### src/rtl/tcc_pkg.sv
// Constants, field layout and bus carriers for the capture/compare timer.
// Assumes a 100 MHz single clock and an AXI4-Lite master that keeps to the protocol.
package tcc_pkg;
  // ==========================================
  // Register map
  localparam logic [7:0] counter_off = 8'h00;
  localparam logic [7:0] timer_ctl_off = 8'h04;
  localparam logic [7:0] control_base = 8'h10;
  localparam logic [7:0] value_base = 8'h30;
  localparam int num_chan = 3;
  localparam logic [15:0] counter_rst = 16'h0000;
  localparam logic [15:0] value_rst = 16'h0000;
  // ==========================================
  // Channel control field positions
  localparam int edge_pos = 14;
  localparam int src_pos = 12;
  localparam int sync_pos = 11;
  localparam int load_pos = 9;
  localparam int func_pos = 8;
  localparam int action_pos = 5;
  localparam int irq_en_pos = 4;
  localparam int level_pos = 3;
  localparam int direct_pos = 2;
  localparam int overrun_pos = 1;
  localparam int event_pos = 0;
  // Timer control: count mode in bits 5-4
  localparam int mode_pos = 4;
  localparam logic [1:0] mode_stop = 2'h0;
  localparam logic [1:0] mode_up = 2'h1;
  localparam logic [1:0] mode_cont = 2'h2;
  localparam logic [1:0] mode_updown = 2'h3;
  localparam logic [1:0] resp_okay = 2'h0;
  localparam logic [1:0] resp_slverr = 2'h2;
  typedef struct packed {
    logic [1:0] edge_select;
    logic [1:0] input_source_select;
    logic input_sync_enable;
    logic [1:0] latch_load_policy;
    logic channel_function_select;
    logic [2:0] pin_action_mode;
    logic channel_irq_enable;
    logic direct_level_bit;
    logic overrun_flag;
    logic channel_event_flag;
  } chan_ctl_t;
  typedef struct packed {
    logic [7:0] addr;
    logic [31:0] data;
  } bus_word_t;
endpackage

### src/rtl/timer_capture_compare_channel.sv
// Counter and capture/compare channels behind an AXI4-Lite slave.
// Assumes pins are synchronous to clk unless the input synchroniser is enabled.
//
// The AXI4-Lite interface to the registers and the register addresses were chosen for this implementation.
`timescale 1ns/1ps
`default_nettype none
module timer_capture_compare_channel
  import tcc_pkg::*;
(
  input wire logic clk,
  input wire logic resetn,
  input wire logic [7:0] s_axi_awaddr,
  input wire logic s_axi_awvalid,
  output logic s_axi_awready,
  input wire logic [31:0] s_axi_wdata,
  input wire logic [3:0] s_axi_wstrb,
  input wire logic s_axi_wvalid,
  output logic s_axi_wready,
  output logic [1:0] s_axi_bresp,
  output logic s_axi_bvalid,
  input wire logic s_axi_bready,
  input wire logic [7:0] s_axi_araddr,
  input wire logic s_axi_arvalid,
  output logic s_axi_arready,
  output logic [31:0] s_axi_rdata,
  output logic [1:0] s_axi_rresp,
  output logic s_axi_rvalid,
  input wire logic s_axi_rready,
  input wire logic [num_chan-1:0] external_input_a,
  input wire logic [num_chan-1:0] external_input_b,
  output logic [num_chan-1:0] chan_out,
  output logic [num_chan-1:0] chan_irq
);
  // Channel index decode, used by both read and write paths
  function automatic int chan_of(input logic [7:0] a, input logic [7:0] base);
    chan_of = ((a >= base) && (a < base + 8'(4*num_chan)) && (a[1:0] == 2'h0)) ?
              int'((a - base) >> 2) : -1;
  endfunction

  // ==========================================
  // Bus slave state
  bus_word_t aw_ff, nxt_aw;
  logic aw_have_ff, nxt_aw_have, w_have_ff, nxt_w_have;
  logic [3:0] wstrb_ff, nxt_wstrb;
  logic awready_ff, nxt_awready, wready_ff, nxt_wready, bvalid_ff, nxt_bvalid;
  logic [1:0] bresp_ff, nxt_bresp, rresp_ff, nxt_rresp;
  logic arready_ff, nxt_arready, rvalid_ff, nxt_rvalid;
  logic [31:0] rdata_ff, nxt_rdata;
  logic do_write;
  // ==========================================
  // Timer state
  logic [15:0] counter_ff, nxt_counter;
  logic [1:0] count_mode_ff, nxt_count_mode;
  logic down_ff, nxt_down;
  chan_ctl_t ctl_ff [num_chan], nxt_ctl [num_chan];
  logic [15:0] value_ff [num_chan], nxt_value [num_chan];
  logic [15:0] latch_ff [num_chan], nxt_latch [num_chan];
  logic [num_chan-1:0] in_s1_ff, in_s2_ff, prev_ff, nxt_prev, unread_ff, nxt_unread;
  logic [num_chan-1:0] out_ff, nxt_out, irq_ff, nxt_irq, level_ff, nxt_level;
  logic [num_chan-1:0] sel_in, cap_in, cap_evt, match_pulse;
  logic counting, at_zero, at_period, period_match_pulse;

  // Write happens once both address and data are held and no answer is pending
  assign do_write = aw_have_ff && w_have_ff && !bvalid_ff;

  // Write channel handshake, either order accepted
  always_comb begin
    nxt_aw = aw_ff;
    nxt_aw_have = aw_have_ff;
    nxt_w_have = w_have_ff;
    nxt_wstrb = wstrb_ff;
    nxt_awready = !aw_have_ff && !(s_axi_awvalid && awready_ff);
    nxt_wready = !w_have_ff && !(s_axi_wvalid && wready_ff);
    nxt_bvalid = bvalid_ff && !s_axi_bready;
    nxt_bresp = bresp_ff;
    if (s_axi_awvalid && awready_ff) begin
      nxt_aw.addr = s_axi_awaddr;
      nxt_aw_have = 1'b1;
    end
    if (s_axi_wvalid && wready_ff) begin
      nxt_aw.data = s_axi_wdata;
      nxt_wstrb = s_axi_wstrb;
      nxt_w_have = 1'b1;
    end
    if (do_write) begin
      nxt_aw_have = 1'b0;
      nxt_w_have = 1'b0;
      nxt_bvalid = 1'b1;
      nxt_bresp = (aw_ff.addr == counter_off || aw_ff.addr == timer_ctl_off ||
                   chan_of(aw_ff.addr, control_base) >= 0 ||
                   chan_of(aw_ff.addr, value_base) >= 0) ? resp_okay : resp_slverr;
    end
  end

  // Read channel: one read at a time, answer one cycle after address
  always_comb begin
    int c;
    c = -1;
    nxt_arready = !rvalid_ff && !(s_axi_arvalid && arready_ff);
    nxt_rvalid = rvalid_ff && !s_axi_rready;
    nxt_rdata = rdata_ff;
    nxt_rresp = rresp_ff;
    if (s_axi_arvalid && arready_ff) begin
      nxt_rvalid = 1'b1;
      nxt_rresp = resp_okay;
      nxt_rdata = 32'h0000_0000;
      if (s_axi_araddr == counter_off) begin
        nxt_rdata[15:0] = counter_ff;
      end else if (s_axi_araddr == timer_ctl_off) begin
        nxt_rdata[mode_pos+:2] = count_mode_ff;
      end else if (chan_of(s_axi_araddr, control_base) >= 0) begin
        c = chan_of(s_axi_araddr, control_base);
        nxt_rdata[15:0] = {ctl_ff[c][14:3], level_ff[c], ctl_ff[c][2:0]};
      end else if (chan_of(s_axi_araddr, value_base) >= 0) begin
        c = chan_of(s_axi_araddr, value_base);
        nxt_rdata[15:0] = value_ff[c];
      end else begin
        nxt_rresp = resp_slverr;
      end
    end
  end

  // Counter: stop, up to period, continuous, up/down
  assign counting = (count_mode_ff != mode_stop);
  assign at_zero = counting && (counter_ff == 16'h0000);
  assign at_period = counting && (counter_ff == latch_ff[0]);
  assign period_match_pulse = at_period;
  always_comb begin
    nxt_counter = counter_ff;
    nxt_down = down_ff;
    nxt_count_mode = count_mode_ff;
    case (count_mode_ff)
      mode_up: nxt_counter = (counter_ff >= latch_ff[0]) ? 16'h0000 : counter_ff + 16'h0001;
      mode_cont: nxt_counter = counter_ff + 16'h0001;
      mode_updown: begin
        if (!down_ff && counter_ff >= latch_ff[0]) begin
          nxt_down = 1'b1;
          nxt_counter = counter_ff - 16'h0001;
        end else if (down_ff && counter_ff == 16'h0000) begin
          nxt_down = 1'b0;
          nxt_counter = counter_ff + 16'h0001;
        end else begin
          nxt_counter = down_ff ? counter_ff - 16'h0001 : counter_ff + 16'h0001;
        end
      end
      default: nxt_counter = counter_ff;
    endcase
    if (do_write && aw_ff.addr == counter_off) begin
      nxt_counter = aw_ff.data[15:0];
    end
    if (do_write && aw_ff.addr == timer_ctl_off) begin
      nxt_count_mode = aw_ff.data[mode_pos+:2];
      nxt_down = 1'b0;
    end
  end

  // Per-channel input selection and edge detection
  genvar g;
  for (g = 0; g < num_chan; g++) begin : g_in
    // source mux; upper code bit picks a constant, its low bit is the level
    assign sel_in[g] = ctl_ff[g].input_source_select[1] ? ctl_ff[g].input_source_select[0] :
      (ctl_ff[g].input_source_select[0] ? external_input_b[g] : external_input_a[g]);
    // sync or direct path; direct path still samples once for edge detection
    assign cap_in[g] = ctl_ff[g].input_sync_enable ? in_s2_ff[g] : sel_in[g];
    assign cap_evt[g] = ctl_ff[g].channel_function_select &&
      ((ctl_ff[g].edge_select[0] && cap_in[g] && !prev_ff[g]) ||
       (ctl_ff[g].edge_select[1] && !cap_in[g] && prev_ff[g]));
    assign match_pulse[g] = counting && !ctl_ff[g].channel_function_select &&
                            (counter_ff == latch_ff[g]);
  end

  // Channel register and output update
  always_comb begin
    for (int i = 0; i < num_chan; i++) begin
      nxt_ctl[i] = ctl_ff[i];
      nxt_value[i] = value_ff[i];
      nxt_latch[i] = latch_ff[i];
      nxt_unread[i] = unread_ff[i];
      nxt_prev[i] = cap_in[i];
      nxt_level[i] = cap_in[i];
      nxt_out[i] = out_ff[i];
      if (do_write && chan_of(aw_ff.addr, control_base) == i && wstrb_ff[1:0] != 2'h0) begin
        nxt_ctl[i] = chan_ctl_t'({aw_ff.data[15:4], aw_ff.data[2:0]});
      end
      if (s_axi_arvalid && arready_ff && chan_of(s_axi_araddr, value_base) == i) begin
        nxt_unread[i] = 1'b0;
      end
      if (do_write && chan_of(aw_ff.addr, value_base) == i) begin
        nxt_value[i] = aw_ff.data[15:0];
        if (ctl_ff[i].latch_load_policy == 2'h0) nxt_latch[i] = aw_ff.data[15:0];
      end
      // Load policies tied to counter events
      case (ctl_ff[i].latch_load_policy)
        2'h1: if (at_zero) nxt_latch[i] = value_ff[i];
        2'h2: if (at_zero || (count_mode_ff == mode_updown && at_period))
          nxt_latch[i] = value_ff[i];
        2'h3: if (counting && counter_ff == latch_ff[i]) nxt_latch[i] = value_ff[i];
        default: nxt_latch[i] = nxt_latch[i];
      endcase
      if (cap_evt[i]) begin
        nxt_value[i] = counter_ff;
        if (unread_ff[i]) nxt_ctl[i].overrun_flag = 1'b1;
        nxt_unread[i] = 1'b1;
      end
      if (cap_evt[i] || match_pulse[i]) nxt_ctl[i].channel_event_flag = 1'b1;
      // output action; compare path feeds match
      // channel 0 modes 2,3,6,7: its match is the period match, so the match action wins
      case (ctl_ff[i].pin_action_mode)
        3'h0: nxt_out[i] = ctl_ff[i].direct_level_bit;
        3'h1: if (match_pulse[i]) nxt_out[i] = 1'b1;
        3'h2: if (match_pulse[i]) nxt_out[i] = !out_ff[i];
              else if (period_match_pulse) nxt_out[i] = 1'b0;
        3'h3: if (match_pulse[i]) nxt_out[i] = 1'b1;
              else if (period_match_pulse) nxt_out[i] = 1'b0;
        3'h4: if (match_pulse[i]) nxt_out[i] = !out_ff[i];
        3'h5: if (match_pulse[i]) nxt_out[i] = 1'b0;
        3'h6: if (match_pulse[i]) nxt_out[i] = !out_ff[i];
              else if (period_match_pulse) nxt_out[i] = 1'b1;
        default: if (match_pulse[i]) nxt_out[i] = 1'b0;
                 else if (period_match_pulse) nxt_out[i] = 1'b1;
      endcase
      nxt_irq[i] = nxt_ctl[i].channel_event_flag && nxt_ctl[i].channel_irq_enable;
    end
  end

  // Register all state
  always_ff @(posedge clk or negedge resetn) begin
    if (!resetn) begin
      aw_ff <= '0;
      aw_have_ff <= 1'b0;
      w_have_ff <= 1'b0;
      wstrb_ff <= 4'h0;
      awready_ff <= 1'b0;
      wready_ff <= 1'b0;
      bvalid_ff <= 1'b0;
      bresp_ff <= resp_okay;
      arready_ff <= 1'b0;
      rvalid_ff <= 1'b0;
      rdata_ff <= 32'h0000_0000;
      rresp_ff <= resp_okay;
      counter_ff <= counter_rst;
      count_mode_ff <= mode_stop;
      down_ff <= 1'b0;
      in_s1_ff <= '0;
      in_s2_ff <= '0;
      prev_ff <= '0;
      unread_ff <= '0;
      out_ff <= '0;
      irq_ff <= '0;
      level_ff <= '0;
      for (int i = 0; i < num_chan; i++) begin
        ctl_ff[i] <= '0;
        value_ff[i] <= value_rst;
        latch_ff[i] <= value_rst;
      end
    end else begin
      aw_ff <= nxt_aw;
      aw_have_ff <= nxt_aw_have;
      w_have_ff <= nxt_w_have;
      wstrb_ff <= nxt_wstrb;
      awready_ff <= nxt_awready;
      wready_ff <= nxt_wready;
      bvalid_ff <= nxt_bvalid;
      bresp_ff <= nxt_bresp;
      arready_ff <= nxt_arready;
      rvalid_ff <= nxt_rvalid;
      rdata_ff <= nxt_rdata;
      rresp_ff <= nxt_rresp;
      counter_ff <= nxt_counter;
      count_mode_ff <= nxt_count_mode;
      down_ff <= nxt_down;
      in_s1_ff <= sel_in;
      in_s2_ff <= in_s1_ff;
      prev_ff <= nxt_prev;
      unread_ff <= nxt_unread;
      out_ff <= nxt_out;
      irq_ff <= nxt_irq;
      level_ff <= nxt_level;
      for (int i = 0; i < num_chan; i++) begin
        ctl_ff[i] <= nxt_ctl[i];
        value_ff[i] <= nxt_value[i];
        latch_ff[i] <= nxt_latch[i];
      end
    end
  end

  assign s_axi_awready = awready_ff;
  assign s_axi_wready = wready_ff;
  assign s_axi_bvalid = bvalid_ff;
  assign s_axi_bresp = bresp_ff;
  assign s_axi_arready = arready_ff;
  assign s_axi_rvalid = rvalid_ff;
  assign s_axi_rdata = rdata_ff;
  assign s_axi_rresp = rresp_ff;
  assign chan_out = out_ff;
  assign chan_irq = irq_ff;

  // ==========================================
  // Checks
  // write lands
  a_counter_write: assert property (@(posedge clk) disable iff (!resetn)
    do_write && aw_ff.addr == counter_off |=> counter_ff == $past(aw_ff.data[15:0]))
    else $error("counter write lost");
  a_capture_copy: assert property (@(posedge clk) disable iff (!resetn)
    cap_evt[1] |=> value_ff[1] == $past(counter_ff))
    else $error("capture value wrong");
  a_event_flag: assert property (@(posedge clk) disable iff (!resetn)
    match_pulse[1] |=> ctl_ff[1].channel_event_flag)
    else $error("event flag not set");
  a_irq_gate: assert property (@(posedge clk) disable iff (!resetn)
    chan_irq[1] |-> ctl_ff[1].channel_irq_enable && ctl_ff[1].channel_event_flag)
    else $error("irq without enable");
  a_direct_level: assert property (@(posedge clk) disable iff (!resetn)
    ctl_ff[1].pin_action_mode == 3'h0 |=> chan_out[1] == $past(ctl_ff[1].direct_level_bit))
    else $error("direct output wrong");
  a_overrun_set: assert property (@(posedge clk) disable iff (!resetn)
    cap_evt[1] && unread_ff[1] |=> ctl_ff[1].overrun_flag)
    else $error("overrun not flagged");
  a_updown_turn: assert property (@(posedge clk) disable iff (!resetn)
    count_mode_ff == mode_updown && !down_ff && counter_ff == latch_ff[0] &&
    latch_ff[0] != 16'h0000 && !do_write |=> down_ff)
    else $error("no reversal");
  a_latch_now: assert property (@(posedge clk) disable iff (!resetn)
    do_write && chan_of(aw_ff.addr, value_base) == 1 && ctl_ff[1].latch_load_policy == 2'h0
    |=> latch_ff[1] == $past(aw_ff.data[15:0]))
    else $error("latch not loaded");
endmodule
`default_nettype wire
### config.mk
export PLATFORM = sky130hd
export DESIGN_NAME = timer_capture_compare_channel
export DESIGN_NICKNAME = d
export VERILOG_FILES = /design/src/rtl/tcc_pkg.sv /design/src/rtl/timer_capture_compare_channel.sv
export SDC_FILE = /design/constraint.sdc
export NUM_CORES = 1
export LEC_CHECK = 0
export ABC_AREA = 1
export BUFFER_PORTS_ARGS = -buffer_cell sky130_fd_sc_hd__buf_2
export CORE_MARGIN = 3
export CORE_UTILIZATION = 35
export DETAILED_ROUTE_END_ITERATION = 7
export PLACE_DENSITY = 0.5
export SLEW_MARGIN = 10
export SYNTH_ARGS = -nofsm -noshare
export SYNTH_HDL_FRONTEND = slang
export SYNTH_SLANG_ARGS = --single-unit
### constraint.sdc
create_clock -name clk -period 5.8 [get_ports clk]
set_input_delay 0.29 -clock clk [delete_from_list [all_inputs] [get_ports clk]]
set_output_delay 0.29 -clock clk [all_outputs]
set_load 0.005 [all_outputs]
==> results of run 1 <==
## sequential cells by signal (all words and copies together), names as in the netlist, 2 cells and up
signal / cells
in_s1_ff: 3
wstrb_ff: 2
chan_irq: 3
in_s2_ff: 3
latch_ff: 48
value_ff: 48
chan_out: 3
unread_ff: 3
level_ff: 3
ctl_ff: 45
counter_ff: 16
aw_ff: 24
count_mode_ff: 2
s_axi_rdata: 16
## placed cells by master (no fill, tap or decap), types with 16 or more instances in the layout
cell type | synthesis | final
nand2_1 | 608 | 608
nand3_1 | 167 | 167
inv_1 | 274 | 274
ha_1 | 25 | 25
a21oi_1 | 66 | 66
clkbuf_16 | 0 | 29
o21ai_0 | 266 | 266
xor2_1 | 31 | 31
nor2_1 | 133 | 132
o211ai_1 | 17 | 17
nor3_1 | 24 | 24
dlygate4sd3_1 | 0 | 37
buf_4 | 27 | 16
dfrtp_1 | 229 | 229
buf_2 | 32 | 74
conb_1 | 1 | 18
nand4_1 | 22 | 22
## power groups by stage
stage	registers, mW	clock network (mW)	logic, mW
5_1_grt	2.13	2.12	2.84
6_report	2.10	2.02	2.54
4_1_cts	2.10	2.06	2.54
2_1_floorplan	2.00	0	1.59
3_5_place_dp	2.12	0	2.50
3_3_place_gp	2.12	0	2.47
## through the flow
stage,total power [mW],worst slack [ns]
3_5_place_dp,4.620,2.154
2_1_floorplan,3.589,3.594
5_1_grt,7.094,1.871
4_1_cts,6.703,2.142
3_3_place_gp,4.594,2.200
6_report,6.671,2.086
## synth_stat cells, types with 25 or more instances
library cell / count
a21oi_1: 66
buf_2: 32
buf_4: 27
clkbuf_1: 39
dfrtp_1: 229
ha_1: 25
inv_1: 274
nand2_1: 608
nand3_1: 167
nor2_1: 133
o21ai_0: 266
xor2_1: 31
## worst max path at each step
stage,start,to,slack [ns]
2_1_floorplan,counter_ff[0],latch_ff[32],3.59
3_3_place_gp,counter_ff[14],counter_ff[12],2.20
3_5_place_dp,counter_ff[14],counter_ff[12],2.15
4_1_cts,counter_ff[14],counter_ff[12],2.14
5_1_grt,counter_ff[14],counter_ff[12],1.87
6_report,counter_ff[14],counter_ff[12],2.09
## critical path, stage by stage (launching register included)
cell and delay (ns):
dfrtp_1 0.70, ha_1 0.46, nand2_1 0.06, nor2_1 0.23, nand3_1 0.17, nor2_1 0.48
nor2_1 0.10, nand2_1 0.17, nand2_1 0.12, nand2_1 0.38, nand2_2 0.34, nand3b_1 0.19
nand2_1 0.08, nand2_1 0.06, nand2_1 0.05
## cells by family (layout without fill, tap and decap cells)
logic type	count (synthesis)	in the layout
xor gates and xnor gates	33	33
DFF	229	229
adders and majority gates	25	25
AOI/OAI and AO/OA	389	389
buffers and inverters	390	464
and+or+nand+nor	996	996
other	1	19
## area by class of cell
class	instances	area, sq um	share of cell area
clock inverter	11	200.2	0.01221
timing repair buffer	129	895.9	0.05462
multi-input combinational	1461	6975	0.4253
antenna	1	2.502	0.0001526
sequential	229	5731	0.3494
clock buffer	41	870.8	0.05309
tap	525	656.9	0.04005
inverter	283	1070	0.06522
## what timing repair did
item | 4_1_cts | 5_1_grt
setup buffers | 0 | 0
hold endpoints to repair | 125 | 0
hold buffers | 37 | 0
## layer usage
metal  vias up  GRT usage  share of wire
met4         0    0.09277          0.045
met3       108    0.03770          0.061
met5         -          0              0
li1       6713          -              -
met2       475     0.3916           0.46
met1      6422     0.3214           0.44
==> impl_metrics.csv, run 1 <==
group,metric,value,unit
route,drtAntennaViolNets,0,
timing,max_slew.worst_pin.slew,1.177,ns
die,rows,73,
synth,synth-seq-cells,229,
cells_and_area,utilization,0.4100,
min_path,min_path_type,"input pin to register",
power,combPwrFrac,0.381,
die,die_h,208.0,microns
place,dpl.cell_count,2590,
synth,syn_avg_cell_area,6.921,sq um
clocking,cts_max_level,1,
power,clock_power_share,0.303,
global_route,grt_overflow,0,
synth,synth-seq-area-share,0.4013,
cells_and_area,stdcell_count,2680,
timing,fin_worst_skew,0.02549,ns
synth,synth_ff_type,"dfrtp_1",
power,seqPwrFrac,0.315,
route,vias,13718,
worst_setup_path,cp-end-kind,"register",
clocking,cts_resized,0,
synth,synth_cell_types,55,
die,start_util,0.3569,
timing,setup_tns,0,ns
global_route,grt_pass1_vias,13224,
synth,syn_area,14280,sq um
synth,synth_fa_ha_area_frac,0.02191,
synth,synthTopCellsByArea,"dfrtp_1 40%, nand2_1 16%, o21ai_0 9.3%",
route,first_pass_iters,6,
die,dieWidth,208.0,microns
place,placed_area,14960,sq um
timing,max_freq,269.2,MHz
timing,rsz0062_at_grt,"no",
timing,holdWs,0.01021,ns
route,drcViolationCount,0,
clocking,cts_buffers,29,
worst_setup_path,cp.required,6.26,ns
worst_setup_path,reg2reg_depth,14,
global_route,grt_usage,0.2400,
clocking,clk_pin_slew,0.06,ns
timing,fin_crit_sh,0.6404,
route,routed_wl,52.57,mm
synth,yosys.area_share.simple,0.2960,
min_path,holdCritStartpoint,"external_input_b[1]",
power,power.switching,2.878,mW
cells_and_area,areaGrowthSynthToFinish,14.87,%
worst_setup_path,critical_path_arrival,4.18,ns
worst_setup_path,r2r_start,"counter_ff[14]",
die,die-area,43260,sq um
global_route,grt_max_degree,135,
global_route,antenna_found_initial,2,
power,switching_share,0.4313,
power,p_int,3.794,mW
worst_setup_path,reg2reg_to,"counter_ff[12]",
clocking,clk_path_buf_depth,3,
cells_and_area,fin_nets,2223,
power,powerDensity,406.7,nW/um^2
timing,finalHoldViolCount,0,
timing,drv_slew,0,
timing,period_needed,3.714,ns
place,io_buffers,75,
place,gp_congestion,0.9270,
synth,async_reset_ff_frac,1.000,
status,status,"complete, no violations",
route,post_drt_via_cell_ratio,5.119,
clocking,clkSinkCount,229,
route,drt_iter0_drc,1195,
synth,synth_edf_count,0,
clocking,clkLatencyLatePin,0.59,ns
min_path,hold_depth,3,
synth,synth.mux.area_fraction,0,
place,post-dp-hpwl,37.31,mm
power,total_leakage_power,8.813,nW
cells_and_area,fin_area,16400,sq um
synth,syn-instance-count,2063,
flow_run,cap_violations,0,
route,wire_per_inst,19.62,microns
power,peakVddDrop,0.2472,mV
synth,yosys.area.top_type_share,0.4013,
min_path,holdPathEnd,"in_s1_ff[1]",
cells_and_area,fillers,4314,
worst_setup_path,r2r_slack,2.09,ns
global_route,grt_pass1_wl,80.64,mm
synth,synthXorXnorAreaFrac,0.02024,
synth,synth_top_family_by_area,"simple AND/OR/NAND/NOR gates",
worst_setup_path,crit_path_start_kind,"register",
clocking,tritoncts,"built",
timing,max_slew_margin,0.2132,
die,placeableCoreArea,40010,sq um
synth,synth-compound-area-share,0.1455,
synth,yosys_warnings,0,
worst_setup_path,cp_max_fo,17,
worst_setup_path,critPathKind,"register to register",
clocking,cts_root_buf,"clkbuf_16",
synth,yosysTopAreaCell,"dfrtp_1",
timing,finalSetupViolations,0,
cells_and_area,post_route_cells_drive_above_1_share,0.08310,
die,boundaryPins,112,
(Power assumes the default switching activity.)
==> run 2: changes to the inputs <==
==> constraint.sdc (replaced) <==
create_clock -name clk -period 3.43 [get_ports clk]
set_input_delay 0.1715 -clock clk [delete_from_list [all_inputs] [get_ports clk]]
set_output_delay 0.1715 -clock clk [all_outputs]
set_load 0.005 [all_outputs]
==> run 2 against run 1 <==
Effect of this change: utilization increased by 0.31 points; worst setup slack got worse by 1.4 ns; total power increased by 67%; maximum frequency is 36% higher; clock power rose by 42%; count of clock-buffer cells in the layout decreased by 1; critical path depth decreased by 1; routed wire length grew 6.2%; register-to-register slack worse by 1.4 ns; sequential power grew 68%; critical path type unchanged; critical endpoint is now latch_ff[25].
==> impl_metrics.csv, run 2 (synthesis gave the netlist of run 1 again) <==
group,metric,value,unit
clocking,cts_buffers,28,
clocking,cts_root_buf,"clkbuf_16",
power,p_int,6.161,mW
route,first_pass_iters,6,
worst_setup_path,cp-end-kind,"register",
timing,fin_crit_sh,0.7959,
global_route,grt_overflow,0,
route,wire_per_inst,20.55,microns
worst_setup_path,crit_path_start_kind,"register",
timing,finalHoldViolCount,0,
worst_setup_path,critPathKind,"register to register",
global_route,grt_pass1_vias,13770,
worst_setup_path,cpMostUsedCell,"nand2_1",
power,total_leakage_power,8.921,nW
clocking,tritoncts,"built",
cells_and_area,fillers,4268,
cells_and_area,fin_nets,2265,
place,io_buffers,75,
cells_and_area,post_route_cells_drive_above_1_share,0.09443,
timing,setup_tns,0,ns
clocking,post_cts_buffers,0,
min_path,min_path_type,"input pin to register",
die,start_util,0.3569,
cells_and_area,stdcell_count,2717,
timing,rsz0062_at_grt,"no",
power,powerDensity,676.1,nW/um^2
power,switching_share,0.4486,
clocking,hold_buffers,40,
route,drtAntennaViolNets,0,
timing,worst_slack,0.7002,ns
timing,max_slew_margin,0.3296,
cells_and_area,final_common_cell,"nand2_1",
global_route,grt_usage,0.2532,
worst_setup_path,path_delay_family,"simple AND/OR/NAND/NOR gates",
timing,drv_slew,0,
clocking,cts_resized,0,
flow_run,cap_violations,0,
die,dieWidth,208.0,microns
power,seqPwrFrac,0.315,
route,vias,14091,
timing,finalSetupViolations,0,
worst_setup_path,cp.required,3.84,ns
power,power.switching,5.012,mW
clocking,clk_path_buf_depth,3,
timing,max_freq,366.3,MHz
clocking,cts_max_level,1,
cells_and_area,diodes,0,
cells_and_area,reg_top3,"latch_ff: 48 flops, value_ff: 48 flops, ctl_ff: 45 flops",
die,die_h,208.0,microns
worst_setup_path,crit_chain,"inv_1 -> nand2_1 -> nor3_4 -> nand2_2 -> nor3_2 -> buf_4 -> nand2_1 -> o21ai_2 -> nand2_1 -> nand2_1 -> buf_12 -> buf_4 -> o21ai_0",
clocking,clk_pin_slew,0.06,ns
cells_and_area,final_cell_mix,"608 x nand2_1, 274 x inv_1, 266 x o21ai_0",
global_route,grt_most_used_layer,"met2",
cells_and_area,fin_area,16530,sq um
timing,fin_worst_skew,0.03238,ns
global_route,grt_max_degree,94,
timing,max_slew.worst_pin.slew,0.9994,ns
status,status,"complete, no violations",
worst_setup_path,crit_buf_inv,4,
place,pre_cts_ws,0.7509,ns
route,drt_iter0_drc,1270,
global_route,use_met2,0.4075,
power,combPwrFrac,0.428,
cells_and_area,utilization,0.4131,
place,dpl.cell_count,2630,
timing,period_needed,2.730,ns
cells_and_area,areaGrowthSynthToFinish,15.74,%
die,boundaryPins,112,
global_route,grtUsageMet1,0.3410,
route,routed_wl,55.84,mm
worst_setup_path,max_stage_delay,0.55,ns
worst_setup_path,slowest_stage,"dfrtp_1",
power,peakVddDrop,0.4619,mV
worst_setup_path,cp_max_fo,21,
die,placeableCoreArea,40010,sq um
worst_setup_path,critical_path_arrival,3.14,ns
place,gp_congestion,0.9514,
route,post_drt_via_cell_ratio,5.186,
die,rows,73,
global_route,grt_pass1_wl,84.48,mm
global_route,grt_util_met3,0.03800,
power,clock_power_share,0.257,
clocking,clkSinkCount,229,
route,drcViolationCount,0,
die,die-area,43260,sq um
place,post-dp-hpwl,40.32,mm
clocking,clkLatencyLatePin,0.57,ns
place,placed_area,15270,sq um
global_route,antenna_found_initial,3,
## run 2: path summary, 6_finish.rpt
path,endpoint,from,cells past startpoint,slack (ns)
setup / recovery,latch_ff[25],counter_ff[6],13,0.70
min in group asynchronous,counter_ff[15],resetn,2,0.25
hold reg to reg,in_s2_ff[0],in_s1_ff[0],0,0.35
setup reg to reg,latch_ff[25],counter_ff[6],13,0.70
max in group asynchronous,ctl_ff[6],resetn,3,2.25
hold / removal,level_ff[0],external_input_b[0],5,0.03
## run 2: worst min-delay path, cell delays in order
cell,delay (ns)
buf_2,0.08
o21ai_0,0.06
o31ai_1,0.09
nand2_1,0.07
nand2_1,0.08
## run 2: layer usage
layer | routed length (microns) | up-vias
li1 | - | 6787
met1 | 24130 | 6707
met2 | 25190 | 483
met3 | 3727 | 114
met4 | 2789 | 0
met5 | 0 | -
## run 2: metrics by stage
stage	total power, mW	hold WS, ns
2_1_floorplan	6.069	-0.1241
3_3_place_gp	8.175	0.2795
6_report	11.17	0.02573
4_1_cts	11.15	0.005356
5_1_grt	11.83	0.07065
3_5_place_dp	8.181	0.2763
## run 2: layout make-up
class,count,area [sq um],share of cell area
clock buffers,40,785.8,0.04755
clock inverters,7,71.32,0.004316
inverters,283,1070,0.06473
multi-input cells,1461,6973,0.4219
flip-flops and latches,229,5731,0.3468
well taps,525,656.9,0.03975
repair buffers,172,1239,0.07495
## run 2: power by group through the flow
stage          clock network (mW)  logic, mW  registers, mW
2_1_floorplan                   0       2.69           3.38
3_3_place_gp                    0       4.61           3.56
3_5_place_dp                    0       4.62           3.56
4_1_cts                      2.92       4.71           3.52
5_1_grt                      3.04       5.22           3.57
6_report                     2.87       4.78           3.53
==> run 3: changes to the inputs <==
--- a/config.mk
+++ b/config.mk
@@ -5,12 +5,12 @@
 export SDC_FILE = /design/constraint.sdc
 export NUM_CORES = 1
 export LEC_CHECK = 0
-export ABC_AREA = 1
+export ABC_AREA = 0
 export BUFFER_PORTS_ARGS = -buffer_cell sky130_fd_sc_hd__buf_2
 export CORE_MARGIN = 3
 export CORE_UTILIZATION = 35
 export DETAILED_ROUTE_END_ITERATION = 7
-export PLACE_DENSITY = 0.5
+export PLACE_DENSITY = 0.52
 export SLEW_MARGIN = 10
 export SYNTH_ARGS = -nofsm -noshare
 export SYNTH_HDL_FRONTEND = slang
==> constraint.sdc (replaced) <==
create_clock -name clk -period 2.3 [get_ports clk]
set_input_delay 0.115 -clock clk [delete_from_list [all_inputs] [get_ports clk]]
set_output_delay 0.115 -clock clk [all_outputs]
set_load 0.005 [all_outputs]
==> run 3 against run 2 <==
Effect of this change: the run now ends with setup timing left; clock skew is 0.0086 ns lower; critical path type unchanged; worst setup slack worse by 1.2 ns; first-iteration DRC count is 36% lower; critical endpoint is now chan_out[1]; critical path depth decreased by 4; via count down 20%; area after synthesis is 8.2% lower; flip-flop and latch count unchanged; cell count fell by 24%.
==> impl_metrics.csv, run 3 <==
group,metric,value,unit
status,status,"complete, but fails checks",
status,failed_checks,"setup timing",
clocking,clkLatencyLatePin,0.57,ns
synth,syn_area,13110,sq um
synth,synth-seq-cells,229,
power,powerDensity,872.9,nW/um^2
die,placeableCoreArea,36790,sq um
clocking,clk_pin_slew,0.06,ns
synth,synthTopCellsByArea,"dfrtp_1 44%, mux2_2 10%, mux2i_1 8.7%",
cells_and_area,reg_top3,"latch_ff: 48 flops, value_ff: 48 flops, ctl_ff: 45 flops",
synth,yosys.area.top_type_share,0.4372,
timing,fin_crit_sh,1.224,
worst_setup_path,r2r_start,"counter_ff[15]",
worst_setup_path,crit_buf_inv,1,
route,routed_wl,45.57,mm
worst_setup_path,path_delay_family,"simple AND/OR/NAND/NOR gates",
cells_and_area,areaGrowthSynthToFinish,36.09,%
worst_setup_path,max_stage_delay,0.55,ns
timing,fin_worst_skew,0.02375,ns
timing,worst_slack,-0.5159,ns
route,first_pass_iters,5,
power,peakVddDrop,0.5900,mV
die,boundaryPins,112,
cells_and_area,final_common_cell,"dfrtp_1",
worst_setup_path,critical_path_arrival,3.27,ns
die,dieWidth,199.5,microns
synth,synth-seq-area-share,0.4372,
synth,syn_avg_cell_area,9.731,sq um
worst_setup_path,cp-end-kind,"register",
worst_setup_path,crit_chain,"buf_6 -> xor2_1 -> or4_1 -> nor4_2 -> or4b_4 -> nor3b_2 -> a21oi_1 -> a31oi_1 -> a22oi_1",
worst_setup_path,crit_path_start_kind,"register",
route,post_drt_via_cell_ratio,5.421,
worst_setup_path,cp_max_fo,4,
timing,max_freq,355.1,MHz
cells_and_area,post_route_cells_drive_above_1_share,0.3542,
place,placed_area,15260,sq um
global_route,grt_usage,0.2243,
min_path,holdCritStartpoint,"external_input_a[1]",
synth,synthTopCellsByCount,"229 x dfrtp_1, 147 x nor2_1, 125 x a21oi_1",
global_route,grt_pass1_wl,68.45,mm
route,wire_per_inst,22.02,microns
route,vias,11216,
timing,finalHoldViolCount,0,
clocking,clkSinkCount,229,
synth,yosys_warnings,0,
worst_setup_path,cp.required,2.75,ns
cells_and_area,fillers,3394,
die,rows,70,
place,pre_cts_ws,-0.5754,ns
timing,drv_slew,0,
place,post-dp-hpwl,31.52,mm
clocking,cts_root_buf,"clkbuf_16",
clocking,tritoncts,"built",
route,drcViolationCount,0,
cells_and_area,final_cell_mix,"222 x dfrtp_1, 130 x buf_4, 121 x nor2_1, 121 x a21oi_1, 110 x mux2i_1",
timing,rsz0062_at_grt,"yes",
worst_setup_path,slowest_stage,"or4_1",
route,drtAntennaViolNets,0,
global_route,antenna_found_initial,0,
timing,finalSetupViolations,76,
timing,period_needed,2.816,ns
flow_run,cap_violations,0,
die,die_h,199.5,microns
place,gp_congestion,0.9224,
place,io_buffers,75,
synth,synth_most_common_cell,"dfrtp_1",
die,start_util,0.3563,
power,total_leakage_power,7.730,nW
worst_setup_path,cp-startpoint,"counter_ff[15]",
cells_and_area,fin_area,17840,sq um
min_path,min_path_type,"input pin to register",
cells_and_area,diodes,0,
clocking,clk_path_buf_depth,3,
synth,synth_cell_types,62,
synth,synth_edf_count,0,
global_route,grt_pass1_vias,11139,
clocking,cts_buffers,28,
die,die-area,39810,sq um
clocking,cts_max_level,1,
timing,max_slew_margin,0.4568,
synth,syn-instance-count,1347,
global_route,grt_max_degree,61,
synth,synth_ff_type,"dfrtp_1",
synth,yosysTopAreaCell,"dfrtp_1",
synth,async_reset_ff_frac,1.000,
timing,max_slew.worst_pin.slew,0.8148,ns
route,drt_iter0_drc,811,
worst_setup_path,critPathKind,"register to register",
cells_and_area,fin_nets,1670,
global_route,grt_overflow,0,
[run 3: worst min-delay path, delay by kind of cell]
kind | cells | cell delay (ns)
multiplexers | 1 | 0.19
buffers and inverters | 1 | 0.08
AO/OA/AOI/OAI | 1 | 0.19
AND/OR/NAND/NOR | 1 | 0.04
[run 3: final timing paths]
path                            slack, ns  cells after the start      endpoint
max in group asynchronous            1.44                      3  value_ff[17]
worst max register to register      -0.52                      9   chan_out[1]
worst min-delay path                 0.09                      4   level_ff[1]
worst min register to register       0.35                      0   in_s2_ff[1]
min in group asynchronous            0.11                      2       down_ff
worst max-delay path                -0.52                      9   chan_out[1]
[run 3: cells by family after synthesis]
kind of cell | Yosys count | synth area share
compound gates | 275 | 0.1239
xor+xnor | 36 | 0.02405
fa+ha+maj | 26 | 0.02463
buf+inv | 149 | 0.05011
flops | 229 | 0.4372
mux | 245 | 0.2025
other cells | 1 | 0.0002861
simple gates | 386 | 0.1374
[run 3: metal layers]
layer  wire length, microns  up-vias  global-route usage
li1                       -     5224                   -
met1                  20350     5592              0.3181
met2                  21470      339              0.3628
met3                   2689       61             0.03254
met4                   1053        0             0.05505
met5                      0        -                   0
[run 3: layout make-up]
cell class / count / area, sq um / area share
flip-flops and latches: 229 / 5739 / 0.3217
clock buffers: 35 / 767.0 / 0.04300
repair buffers: 305 / 2661 / 0.1492
inverters: 29 / 116.4 / 0.006523
multi-input cells: 987 / 7690 / 0.4311
well taps: 468 / 585.6 / 0.03283
clock inverters: 16 / 279.0 / 0.01564
[run 3: report_power, final]
part           switching (mW)  internal [mW]
Combinational            2.53           2.29
Clock                    1.85           3.15
Sequential               1.20           4.54
[run 3: per-stage QoR]
stage	setup TNS, ns	power (mW)	utilization	hold slack [ns]	instances
after floorplan	-17.43	7.741	-	-0.1806	1364
after global placement	-29.40	9.887	0.4149	0.1196	1942
after detailed placement	-30.88	9.936	0.4149	0.1198	1942
after CTS	-26.40	15.39	0.4709	0.06796	2056
after global routing	-36.15	16.24	0.4849	0.1451	2069
final	-25.97	15.57	0.4849	0.09405	2069
[run 3: repair_timing]
item	4_1_cts	5_1_grt
hold buffers	38	0
gates resized for setup	103	97
endpoints found under the setup margin	104	137
setup buffers	24	16
cloned	3	1
pin swaps	41	29
hold endpoints to repair	210	0
